$ cat src/hdl/motor_blank_pkg.sv
// Purpose: shared constants for the brushed DC blanking and decay sequencer
// Assumes: one 125 MHz clock; oscillator cycles arrive as one-cycle enable pulses
// Notes: all counts are in chopping oscillator cycles, not in system clocks
package motor_blank_pkg;

  // bridge drive states, binary codes written out
  typedef enum logic [1:0] {
    ST_IDLE   = 2'h0, // bridge off, not regulating
    ST_CHARGE = 2'h1, // drive current up
    ST_SLOW   = 2'h2, // short brake, current decays slowly
    ST_FAST   = 2'h3  // reverse drive, current decays fast
  } bridge_state_t;

  // system clock period in ns, kept for reference of the enable rate
  localparam int unsigned CLK_PERIOD_NS = 8;

  // blanking window length in oscillator cycles
  localparam logic [2:0] BLANK_TICKS = 3'h4;

  // one chopping period in oscillator cycles
  localparam logic [4:0] CHOP_PERIOD_TICKS = 5'h10;

  // mixed decay fast share, 37.5 percent of the period, as thousandths
  localparam int unsigned FAST_SHARE_PERMILLE = 375;

  // fast decay length in oscillator cycles, derived from the share
  localparam logic [4:0] FAST_TICKS = 5'((32'(CHOP_PERIOD_TICKS) * FAST_SHARE_PERMILLE) / 1000);

  // oscillator cycle index at which fast decay is forced
  localparam logic [3:0] FAST_START_IDX = 4'(CHOP_PERIOD_TICKS - FAST_TICKS);

  // last oscillator cycle index of a period
  localparam logic [3:0] PERIOD_LAST_IDX = 4'(CHOP_PERIOD_TICKS - 5'h01);

endpackage : motor_blank_pkg

$ cat src/hdl/blank_timer.sv
// Purpose: digital blanking window counted in chopping oscillator cycles
// Assumes: i_tick is a one-cycle pulse per oscillator cycle
// Notes: a restart during a running window starts the count from zero again
`timescale 1ns/100ps
`default_nettype none
module blank_timer (
  // clock and reset
  input wire logic i_clk,
  input wire logic i_srst,
  // control
  input wire logic i_enable, // low drops any running window at once
  input wire logic i_start,  // one-cycle request to open a window
  input wire logic i_tick,   // oscillator cycle enable
  // status
  output logic o_active,     // window running
  output logic o_done        // one-cycle pulse when a window runs out
);

  logic [2:0] cnt_q; // oscillator cycles seen in this window
  logic active_q;    // window running
  logic done_q;      // end of window marker

  // window counter; start wins over a tick in the same cycle
  always_ff @(posedge i_clk) begin
    if (i_srst || !i_enable) begin
      cnt_q <= 3'h0;
      active_q <= 1'b0;
    end else if (i_start) begin
      cnt_q <= 3'h0;
      active_q <= 1'b1;
    end else if (active_q && i_tick) begin // time scales with the oscillator
      if (cnt_q == motor_blank_pkg::BLANK_TICKS - 3'h1) begin
        active_q <= 1'b0;
      end
      cnt_q <= cnt_q + 3'h1;
    end
  end

  // end pulse, only for a window that ran its full length
  always_ff @(posedge i_clk) begin
    if (i_srst || !i_enable) begin
      done_q <= 1'b0;
    end else begin
      done_q <= active_q && i_tick && !i_start && (cnt_q == motor_blank_pkg::BLANK_TICKS - 3'h1);
    end
  end

  assign o_active = active_q;
  assign o_done = done_q;

endmodule : blank_timer
`default_nettype wire

$ cat src/hdl/dc_motor_blanking_decay_start.sv
// Purpose: blanking and mixed decay sequencing for one brushed DC bridge channel
// Assumes: inputs synchronous to i_clk; i_chop_oscillator pulses once per oscillator cycle
// Notes: the bridge state output selects charge, slow or fast decay for the power stage
`timescale 1ns/100ps
`default_nettype none
module dc_motor_blanking_decay_start (
  // clock and reset
  input wire logic i_clk,
  input wire logic i_srst,
  // mode and run control
  input wire logic i_dc_mode,            // high selects brushed DC motor mode
  input wire logic i_run,                // high while the channel regulates
  // timing and sensing
  input wire logic i_chop_oscillator,    // one-cycle pulse per oscillator cycle
  input wire logic i_phase,              // externally driven phase level
  input wire logic i_current_reached,    // raw current sense comparator
  // status toward the power stage
  output logic [1:0] o_bridge_state,     // current drive state
  output logic o_blanking_interval,      // blanking window running
  output logic o_current_reached_flag    // comparator result after blanking
);

  motor_blank_pkg::bridge_state_t state_q; // drive state
  motor_blank_pkg::bridge_state_t state_d; // next drive state
  logic [3:0] per_q;       // oscillator cycle index within the period
  logic phase_q;           // phase input seen last cycle
  logic phase_edge;        // phase input changed this cycle
  logic charge_start;      // a charge phase begins next cycle
  logic blank_start;       // open a blanking window
  logic blank_active;      // window running
  logic blank_done;        // window ran out last cycle
  logic reached_ok;        // comparator accepted this cycle
  logic reached_q;         // registered accepted comparator
  logic period_end;        // last oscillator cycle of the period ends now

  // true on the oscillator cycle that closes the slot just before fast decay
  function automatic logic fast_point(input logic tick, input logic [3:0] idx);
    fast_point = tick && (idx == motor_blank_pkg::FAST_START_IDX - 4'h1);
  endfunction : fast_point

  // phase input history for change detection
  always_ff @(posedge i_clk) begin
    if (i_srst) begin
      phase_q <= 1'b0;
    end else begin
      phase_q <= i_phase;
    end
  end

  assign phase_edge = i_phase ^ phase_q;

  // a charge phase begins when the next state is charge and the current is not
  assign charge_start = (state_d == motor_blank_pkg::ST_CHARGE) && (state_q != motor_blank_pkg::ST_CHARGE);

  // phase change or charge start open a window, only in DC mode
  assign blank_start = i_dc_mode && (phase_edge || charge_start);

  // blanking window counter
  blank_timer u_blank (
    .i_clk(i_clk),
    .i_srst(i_srst),
    .i_enable(i_dc_mode), // outside DC mode no window exists
    .i_start(blank_start),
    .i_tick(i_chop_oscillator),
    .o_active(blank_active),
    .o_done(blank_done)
  );

  // comparator is masked while switching noise may still ring
  assign reached_ok = i_current_reached && !blank_active;

  assign period_end = i_chop_oscillator && (per_q == motor_blank_pkg::PERIOD_LAST_IDX);

  // period index; restarts whenever the channel begins regulating
  always_ff @(posedge i_clk) begin
    if (i_srst || !i_run) begin
      per_q <= 4'h0;
    end else if (state_q == motor_blank_pkg::ST_IDLE) begin
      per_q <= 4'h0;
    end else if (i_chop_oscillator) begin
      per_q <= per_q + 4'h1; // wraps at the period length of 16
    end
  end

  // the timer's end pulse already marks the first unmasked cycle after the window;
  // a further register here would hand that cycle to the slow decay branch first,
  // so the skip decision reads the end pulse directly

  // mixed decay sequencer
  always_comb begin
    state_d = state_q;
    case (state_q)
      motor_blank_pkg::ST_IDLE: begin
        // operation always starts in the mixed decay scheme
        if (i_run) begin
          state_d = motor_blank_pkg::ST_CHARGE;
        end
      end
      motor_blank_pkg::ST_CHARGE: begin
        if (blank_active && i_dc_mode) begin
          // forced charge while the window runs
          state_d = motor_blank_pkg::ST_CHARGE;
        end else if (reached_ok && blank_done) begin
          // already at target when the window ends, skip slow decay
          state_d = motor_blank_pkg::ST_FAST;
        end else if (reached_ok) begin
          state_d = motor_blank_pkg::ST_SLOW;
        end else if (fast_point(i_chop_oscillator, per_q)) begin
          // target never reached; the fast share still starts on time
          state_d = motor_blank_pkg::ST_FAST;
        end
      end
      motor_blank_pkg::ST_SLOW: begin
        // 37.5 percent of the period is kept for fast decay
        if (fast_point(i_chop_oscillator, per_q)) begin
          state_d = motor_blank_pkg::ST_FAST;
        end
      end
      motor_blank_pkg::ST_FAST: begin
        // from fast decay a new period begins with charge
        if (period_end) begin
          state_d = motor_blank_pkg::ST_CHARGE;
        end
      end
      default: begin
        state_d = motor_blank_pkg::ST_IDLE;
      end
    endcase
    if (!i_run) begin
      state_d = motor_blank_pkg::ST_IDLE;
    end
  end

  // drive state register, updated automatically every cycle
  always_ff @(posedge i_clk) begin
    if (i_srst) begin
      state_q <= motor_blank_pkg::ST_IDLE;
    end else begin
      state_q <= state_d;
    end
  end

  // accepted comparator, registered for the output
  always_ff @(posedge i_clk) begin
    if (i_srst) begin
      reached_q <= 1'b0;
    end else begin
      reached_q <= reached_ok;
    end
  end

  assign o_bridge_state = state_q;
  assign o_blanking_interval = blank_active;
  assign o_current_reached_flag = reached_q;

  // checks next to the logic they guard
  property p_phase_blank;
    @(posedge i_clk) disable iff (i_srst) (phase_edge && i_dc_mode) |=> o_blanking_interval;
  endproperty
  a_phase_blank: assert property (p_phase_blank) else $error("no blanking after phase change");

  property p_charge_blank;
    @(posedge i_clk) disable iff (i_srst)
      (i_dc_mode && state_q != motor_blank_pkg::ST_CHARGE) ##1 (i_dc_mode && state_q == motor_blank_pkg::ST_CHARGE)
      |-> o_blanking_interval;
  endproperty
  a_charge_blank: assert property (p_charge_blank) else $error("no blanking at charge start");

  property p_mode_gate;
    @(posedge i_clk) disable iff (i_srst) !i_dc_mode |=> !o_blanking_interval;
  endproperty
  a_mode_gate: assert property (p_mode_gate) else $error("blanking outside DC mode");

  property p_fast_share;
    @(posedge i_clk) disable iff (i_srst)
      (i_run && state_q == motor_blank_pkg::ST_SLOW && i_chop_oscillator && per_q == 4'h9)
      |=> (o_bridge_state == 2'h3 && per_q == 4'hA);
  endproperty
  a_fast_share: assert property (p_fast_share) else $error("fast decay not at 37.5 percent point");

  property p_forced_charge;
    @(posedge i_clk) disable iff (i_srst)
      (i_run && i_dc_mode && o_blanking_interval && state_q == motor_blank_pkg::ST_CHARGE)
      |=> o_bridge_state == 2'h1;
  endproperty
  a_forced_charge: assert property (p_forced_charge) else $error("charge left during blanking");

  property p_skip_slow;
    @(posedge i_clk) disable iff (i_srst)
      (i_run && blank_done && state_q == motor_blank_pkg::ST_CHARGE && reached_ok) |=> o_bridge_state == 2'h3;
  endproperty
  a_skip_slow: assert property (p_skip_slow) else $error("slow decay not skipped at window end");

  property p_blank_osc;
    @(posedge i_clk) disable iff (i_srst)
      (o_blanking_interval && !i_chop_oscillator && i_dc_mode) |=> o_blanking_interval;
  endproperty
  a_blank_osc: assert property (p_blank_osc) else $error("blanking ended without oscillator cycle");

  property p_decay_order;
    @(posedge i_clk) disable iff (i_srst)
      (state_q == motor_blank_pkg::ST_SLOW) |=> (o_bridge_state == 2'h2 || o_bridge_state == 2'h3 || !$past(i_run));
  endproperty
  a_decay_order: assert property (p_decay_order) else $error("slow decay left out of order");

  property p_period_charge;
    @(posedge i_clk) disable iff (i_srst)
      (i_run && state_q == motor_blank_pkg::ST_FAST && period_end) |=> (o_bridge_state == 2'h1 && per_q == 4'h0);
  endproperty
  a_period_charge: assert property (p_period_charge) else $error("no charge at period start");

  property p_mask;
    @(posedge i_clk) disable iff (i_srst) o_blanking_interval |=> !o_current_reached_flag;
  endproperty
  a_mask: assert property (p_mask) else $error("comparator used during blanking");

endmodule : dc_motor_blanking_decay_start
`default_nettype wire

$ cat config.mk
export PLATFORM = sky130hd
export DESIGN_NAME = dc_motor_blanking_decay_start
export DESIGN_NICKNAME = d
export VERILOG_FILES = /design/src/hdl/motor_blank_pkg.sv /design/src/hdl/blank_timer.sv /design/src/hdl/dc_motor_blanking_decay_start.sv
export SDC_FILE = /design/constraint.sdc
export NUM_CORES = 1
export LEC_CHECK = 0
export BUFFER_PORTS_ARGS = -buffer_cell sky130_fd_sc_hd__buf_2
export CAP_MARGIN = 20
export CORE_MARGIN = 1.5
export CORE_UTILIZATION = 40
export CTS_CLUSTER_DIAMETER = 80
export CTS_CLUSTER_SIZE = 8
export DETAILED_ROUTE_END_ITERATION = 10
export SYNTH_ARGS = -nofsm -noshare
export SYNTH_HDL_FRONTEND = slang
export SYNTH_SLANG_ARGS = --single-unit
$ cat constraint.sdc
create_clock -name i_clk -period 1.5 [get_ports i_clk]
set_input_delay 0.225 -clock i_clk [delete_from_list [all_inputs] [get_ports i_clk]]
set_output_delay 0.225 -clock i_clk [all_outputs]
set_load 0.005 [all_outputs]
# Word level (Yosys, flattened, before mapping)
# Index checks and enable logic that the tools add are counted.
# word_totals
reg_bits	13
inputBits	7
wordCells	51
# op_classes
n_bitwise	1
reduce_logical	23
n_eq_ne	8
n_addsub	2
n_mux	10
# ops
op	count
$mux 2	6
$logic_and 1x1->1	10
$eq 4x4->1 const B	2
$pmux 2 s4	1
$add 4x1->4 const B	1
$eq 2x1->1 const B	2
$eq 2x2->1 const B	2
$logic_not 1->1	4
$reduce_bool 2->1	2
$reduce_or 2->1	2
$add 3x1->3 const B	1
$eq 3x2->1 const B	1
$logic_or 1x1->1	3
$mux 1	3
$logic_not 2->1	1
$ne 2x1->1 const B	1
$reduce_and 2->1	1
$xor 1x1->1	1

# Longest topological paths before layout
# Gate-level depths: netlist (run 1).
# logic_depth
ltp_word	15
depth_mapped	5
ltp_nobuf	5

# Cells and area by module
# From an unflattened synthesis (run 1), not the netlist that was laid out.
# unflattened
cells_unflattened	69
area_unflattened_um2	643.1
# modules_own_cells
module	instances	area_per_inst_um2	cells_each
dc_motor_blanking_decay_start	1	400.4	45
blank_timer	1	242.7	24

# Worst setup path after synthesis (run 1)
# Ideal clock, no wire load.
# synth_path
path_type	flip-flop to flip-flop
from	register u_blank.cnt_q[0]
to	register u_blank.cnt_q[2]
setup_time_ps	88
t_arrival_ps	1132
period_less_slack_ps	1220
stages_incl_launch_ff	5
path_slack_ps	280
cell_sequence	dfxtp_1 ha_1 ha_1 mux2_1 nor4_2
# synth_via
elab_chain_cells	1
# synth_rtl
element	line_no	text
start: declaration	blank_timer.sv:19	logic [2:0] cnt_q;
start signal: assignment	blank_timer.sv:35	cnt_q <= cnt_q + 3'h1;
$add 3x1->3	blank_timer.sv:35	
# No other way between the ends.
# A chain may end at the register's enable or synchronous reset.

# Final worst setup path (run 1)
# Ends and elaborated chain as after synthesis.

==> impl_metrics.py, run 1 <==
metrics = {
    "logic_synthesis": {
        "synth_edf_count": 0,
        "synthFlopType": "dfxtp_1",
        "ys_top_cells_by_area": "dfxtp_1 (42%), ha_1 (8.1%), xor2_1 (5.7%), nor2_1 (3.6%), nand2b_1 (3.0%)",
        "synth_top_cell_by_area": "dfxtp_1",
        "yosysMostFrequentCell": "dfxtp_1",
        "yosys-top-cells-count": "dfxtp_1 (13), nor2_1 (6), ha_1 (4), inv_1 (4), xor2_1 (4)",
        "ys_async_sr_fraction": 0,
        "avgSynthCellArea_um2": 9.99,
        "yosys_register_bits": 13,
        "synth.distinct_cells": 30,
        "synth_top_area_share": 0.420,
        "yosys_warnings": 0,
        "netlist_area_um2": 619,
        "syn_inst": 62,
        "synth_seq_area_share": 0.420,
        "syn_nets": 73,
    },
    "pwr": {
        "sequentialPowerShare": 0.566,
        "powerDensity_nw_per_um2": 904,
        "power.leakage_uw": 0.000301,
        "switchingPower_uw": 156,
        "switching_share": 0.244,
        "power_uw": 637,
        "p_int_uw": 481,
        "irDropWorstVdd_uv": 428,
        "pwr-share-comb": 0.091,
        "clkPwrFrac": 0.343,
    },
    "setup_path": {
        "startpoint_type": "flop",
        "required_ns": 1.70,
        "crit_arrival_ns": 1.48,
        "path_class": "flop to flop",
        "worstSetupEndpointType": "flop",
        "crit_fanout": 2,
    },
    "cts": {
        "cts-hold-fix-buffers": 0,
        "cts_resized": 0,
        "clk_pin_slew_ns": 0.07,
        "cts_setup_buffers": 0,
        "clk_latency_ns": 0.28,
        "cts_tree": "done",
        "clk_path_buf_depth": 2,
        "cts.sinks": 13,
        "numCtsBuffers": 3,
        "cts-root-buf": "clkbuf_4",
        "cts_max_level": 1,
    },
    "global_route": {
        "first_global_vias": 437,
        "grt_pass1_wl_mm": 1.83,
        "grt_max_degree": 11,
        "grt_overflow_total": 0,
        "antenna_found_initial": 0,
        "grtUsageTotal": 0.144,
    },
    "die": {
        "die_area_um2": 1790,
        "fp.dieH_um": 42.4,
        "row_count": 14,
        "initial_core_util": 0.421,
        "core_area_um2": 1470,
        "io-pin-count": 11,
        "die_w_um": 42.4,
    },
    "placed_design": {
        "hpwl_um": 849,
        "gp_congestion": 0.752,
        "io_buffers": 10,
    },
    "sta": {
        "slew_viol_final": 0,
        "fin_crit_sh": 0.852,
        "worstMarginPinSlew_ns": 0.308,
        "tns_ns": 0,
        "maxClockFrequency_mhz": 782,
        "clock_skew_ns": 0.00196,
        "slew_headroom": 0.793,
        "setup-violations-final": 0,
        "finalHoldViolCount": 0,
        "layout_min_cycle_time_ns": 1.28,
        "rsz0062_at_grt": "false",
    },
    "routing": {
        "route.detailed.drc": 0,
        "wl_mm": 1.13,
        "drt_first_iter_violations": 8,
        "vias": 479,
        "drtPass1Iterations": 3,
        "viasPerCell": 5.26,
        "ant_nets": 0,
        "wl_per_cell_um": 12.4,
    },
    "final_layout": {
        "fillers": 152,
        "utilization": 0.479,
        "nNetsFinal": 87,
        "drive_gt1_frac": 0.227,
        "syn_to_final_growth_pct": 13.7,
        "num_antenna_cells": 0,
    },
    "min_path": {
        "hp-class": "input pin to flop",
    },
    "flow_run": {
        "max_cap_viol_count": 0,
    },
    "outcome": {
        "outcome": "finished clean",
    },
}
-- critical path, stage by stage, from the launching register on --
cell     delay [ns]
dfxtp_1        0.33
ha_1           0.19
ha_1           0.26
mux2_1         0.30
nor4_2         0.12
-- cells by family (layout without fill, tap and decap cells) --
family | after synthesis | after routing | synth area share
fa+ha+maj | 4 | 4 | 0.0808
compound gates | 8 | 8 | 0.0990
xor+xnor | 5 | 5 | 0.0707
simple gates | 25 | 25 | 0.253
mux | 2 | 2 | 0.0343
flops | 13 | 13 | 0.420
buf+inv | 5 | 18 | 0.0424
-- power by group through the flow --
stage / Sequential [µW] / Clock (µW) / Combinational [µW]
floorplan: 368 / 0 / 37.6
global placement: 368 / 0 / 57.5
detailed placement: 369 / 0 / 57.3
CTS: 360 / 226 / 58.4
global route: 361 / 237 / 64.4
finish: 360 / 219 / 57.9
-- final timing paths --
check | from | end | slack, ns | depth (start not counted)
worst min register to register | per_q[1] | per_q[1] | 0.52 | 2
worst max register to register | u_blank.cnt_q[0] | u_blank.cnt_q[2] | 0.22 | 4
worst min-delay path | i_srst | phase_q | 0.14 | 2
worst max-delay path | u_blank.cnt_q[0] | u_blank.cnt_q[2] | 0.22 | 4
-- through the flow --
step | worst slack, ns | hold WS (ns) | instance area (µm²) | std cells
floorplan | 0.280 | 0.297 | 619 | 62
global placement | 0.225 | 0.434 | 678 | 87
detailed placement | 0.229 | 0.440 | 678 | 87
CTS | 0.209 | 0.140 | 704 | 91
global route | 0.150 | 0.146 | 704 | 91
finish | 0.221 | 0.144 | 704 | 91
-- per-layer routing --
metal / vias up / track usage / part of all wire
met5: - / 0 / 0
met4: 0 / 0.131 / 0.038
met3: 5 / 0.0259 / 0.043
met2: 11 / 0.225 / 0.46
met1: 217 / 0.164 / 0.45
li1: 246 / - / -
-- layout by cell type (no fill, tap or decap), drive strengths merged, types with 2 or more instances in the layout --
cell type / instances
clkbuf: 4
nand2b: 3
nand2: 4
xor2: 4
inv: 4
nor2: 6
buf: 10
nand4: 2
nor4: 4
ha: 4
nor3: 2
dfxtp: 13
-- layout make-up --
cell class              count  area [µm²]  area share
well taps                  16        20.0      0.0284
clock buffers               4        26.3      0.0373
inverters                   4        15.0      0.0213
multi-input cells          44         333       0.472
flip-flops and latches     13         260       0.369
repair buffers             10        50.0      0.0710
-- flip-flops by register name, summed over array words and instances, names as in the netlist --
register	count
phase_q	1
u_blank.o_active	1
o_bridge_state	2
per_q	4
u_blank.o_done	1
u_blank.cnt_q	3
o_current_reached_flag	1
Note: power is estimated with default switching activity, not from simulation.
==> inputs of run 2 (changes only) <==
--- a/config.mk
+++ b/config.mk
@@ -7,3 +7,2 @@
 export LEC_CHECK = 0
-export BUFFER_PORTS_ARGS = -buffer_cell sky130_fd_sc_hd__buf_2
 export CAP_MARGIN = 20
@@ -14,2 +13,3 @@
 export DETAILED_ROUTE_END_ITERATION = 10
+export DONT_BUFFER_PORTS = 1
 export SYNTH_ARGS = -nofsm -noshare
==> constraint.sdc (replaced) <==
create_clock -name i_clk -period 1.5 [get_ports i_clk]
set_input_delay 0.15 -clock i_clk [delete_from_list [all_inputs] [get_ports i_clk]]
set_output_delay 0.15 -clock i_clk [all_outputs]
set_load 0.005 [all_outputs]
==> run 2 against run 1 <==
  * Core utilization is 0.68 points lower
  * Routed wire length decreased by 3.5%
  * Sequential share of layout area is 0.53 points higher
  * Final cell count down 6.6%
  * Critical path depth unchanged
  * Sequential cell count stayed put
  * Combinational power shrank 21%
  * Design area is 1.4% lower
  * Sequential power about the same
  * Fmax grew 0.29%
  * Die area stayed put
  * Non-clock buffer count decreased by 6
  * Critical path type unchanged
  * Largest cell class unchanged
  * Largest power group unchanged
  * Highest routed layer unchanged
==> impl_metrics.py, run 2 (same netlist as run 1, synthesis figures left out) <==
metrics = {
    "setup_path": {
        "path_class": "flop to flop",
        "worstSetupEndpointType": "flop",
        "crit_fanout": 2,
        "required_ns": 1.69,
        "crit_arrival_ns": 1.47,
        "setup.worst_path.start": "u_blank.cnt_q[0]",
        "r2r_start": "u_blank.cnt_q[0]",
        "startpoint_type": "flop",
    },
    "min_path": {
        "hp-class": "input pin to flop",
        "min-delay-start": "i_chop_oscillator",
    },
    "pwr": {
        "switching_share": 0.230,
        "irDropWorstVdd_uv": 516,
        "pwr-share-comb": 0.073,
        "powerDensity_nw_per_um2": 896,
        "power.leakage_uw": 0.000275,
        "sequentialPowerShare": 0.582,
        "clkPwrFrac": 0.345,
        "p_int_uw": 479,
        "switchingPower_uw": 143,
    },
    "final_layout": {
        "largest_reg_flops": 4,
        "multi_input_area_um2": 333,
        "final_common_cell": "dfxtp_1",
        "syn_to_final_growth_pct": 12.1,
        "fillers": 151,
        "design_area_um2": 694,
        "final_cell_mix": "dfxtp_1 (13), nor2_1 (6)",
        "nNetsFinal": 81,
        "largest-register": "per_q",
        "drive_gt1_frac": 0.101,
        "seq_area_um2": 260,
        "num_antenna_cells": 0,
    },
    "cts": {
        "clk_path_buf_depth": 2,
        "cts-hold-fix-buffers": 4,
        "cts_tree": "done",
        "cts_max_level": 1,
        "clk_latency_ns": 0.27,
        "cts.sinks": 13,
        "numCtsBuffers": 3,
        "cts_resized": 0,
        "cts-root-buf": "clkbuf_4",
        "clk_pin_slew_ns": 0.08,
        "cts_setup_buffers": 0,
    },
    "routing": {
        "viasPerCell": 5.49,
        "route.detailed.drc": 0,
        "ant_nets": 0,
        "wl_mm": 1.09,
        "drtPass1Iterations": 3,
        "wl_per_cell_um": 12.8,
        "vias": 467,
        "drt_first_iter_violations": 5,
    },
    "die": {
        "die_area_um2": 1790,
        "row_count": 14,
        "core_area_um2": 1470,
        "initial_core_util": 0.421,
        "io-pin-count": 11,
        "die_w_um": 42.4,
        "fp.dieH_um": 42.4,
    },
    "global_route": {
        "grt_max_degree": 11,
        "first_global_vias": 457,
        "antenna_found_initial": 0,
        "grt_pass1_wl_mm": 1.93,
        "grt_overflow_total": 0,
        "grtUsageTotal": 0.147,
    },
    "placed_design": {
        "gp_congestion": 0.758,
        "io_buffers": 0,
        "hpwl_um": 790,
        "postPlaceCellArea_um2": 628,
    },
    "outcome": {
        "outcome": "finished clean",
    },
    "flow_run": {
        "max_cap_viol_count": 0,
    },
    "sta": {
        "slew_viol_final": 0,
        "fin_crit_sh": 0.850,
        "finalHoldViolCount": 0,
        "maxClockFrequency_mhz": 784,
        "tns_ns": 0,
        "setup-violations-final": 0,
        "layout_min_cycle_time_ns": 1.28,
        "clock_skew_ns": 0.00351,
        "slew_headroom": 0.815,
        "worstMarginPinSlew_ns": 0.275,
        "rsz0062_at_grt": "false",
    },
}
==> run 2: cell types whose count changed in the layout (fill, tap and decap cells not counted) <==
cell,previous run,this run
dlygate4sd3_1,0,4
buf_2,10,0
==> run 2: per-stage QoR <==
| step | instances | power, µW | utilization | hold WS, ns | setup slack [ns] |
|---|---|---|---|---|---|
| 6_report | 85 | 622 | 0.472 | 0.0277 | 0.225 |
| 5_1_grt | 85 | 655 | 0.472 | 0.0238 | 0.157 |
| 4_1_cts | 85 | 634 | 0.472 | 0.0151 | 0.214 |
| 3_5_place_dp | 77 | 407 | 0.427 | 0.225 | 0.234 |
| 3_3_place_gp | 77 | 407 | 0.427 | 0.225 | 0.236 |
| 2_1_floorplan | 62 | 405 | - | 0.222 | 0.280 |
==> run 2: area by class of cell <==
type | instances | share of cell area
Inverter | 4 | 0.0216
Timing Repair Buffer | 4 | 0.0577
Multi-Input combinational cell | 44 | 0.479
Clock buffer | 4 | 0.0378
Sequential cell | 13 | 0.375
Tap cell | 16 | 0.0288
==> run 2: worst paths after layout <==
path                                    endpoint  slack, ns  cells past startpoint
worst min register to register          per_q[1]       0.53                      2
worst max-delay path            u_blank.cnt_q[2]       0.22                      4
worst max register to register  u_blank.cnt_q[2]       0.22                      4
worst min-delay path              u_blank.o_done       0.03                      2
==> run 2: routing by layer <==
metal | track usage | vias to the layer above | wire (µm)
li1 | - | 239 | -
met2 | 0.222 | 11 | 489
met1 | 0.179 | 215 | 523
met3 | 0.0733 | 2 | 57
met4 | 0.0563 | 0 | 15
met5 | 0 | - | 0
==> run 2: worst max-delay path: stages, from the launching register on <==
cell and delay (ns):
dfxtp_1 0.32, ha_1 0.20, ha_1 0.27, mux2_1 0.29, nor4_2 0.12
==> run 2: power groups by stage <==
stage	Combinational [µW]	Clock (µW)	Sequential [µW]
floorplan	37.6	0	368
global placement	37.1	0	370
detailed placement	36.6	0	370
CTS	45.6	226	362
global route	51.4	239	364
finish	45.7	214	362
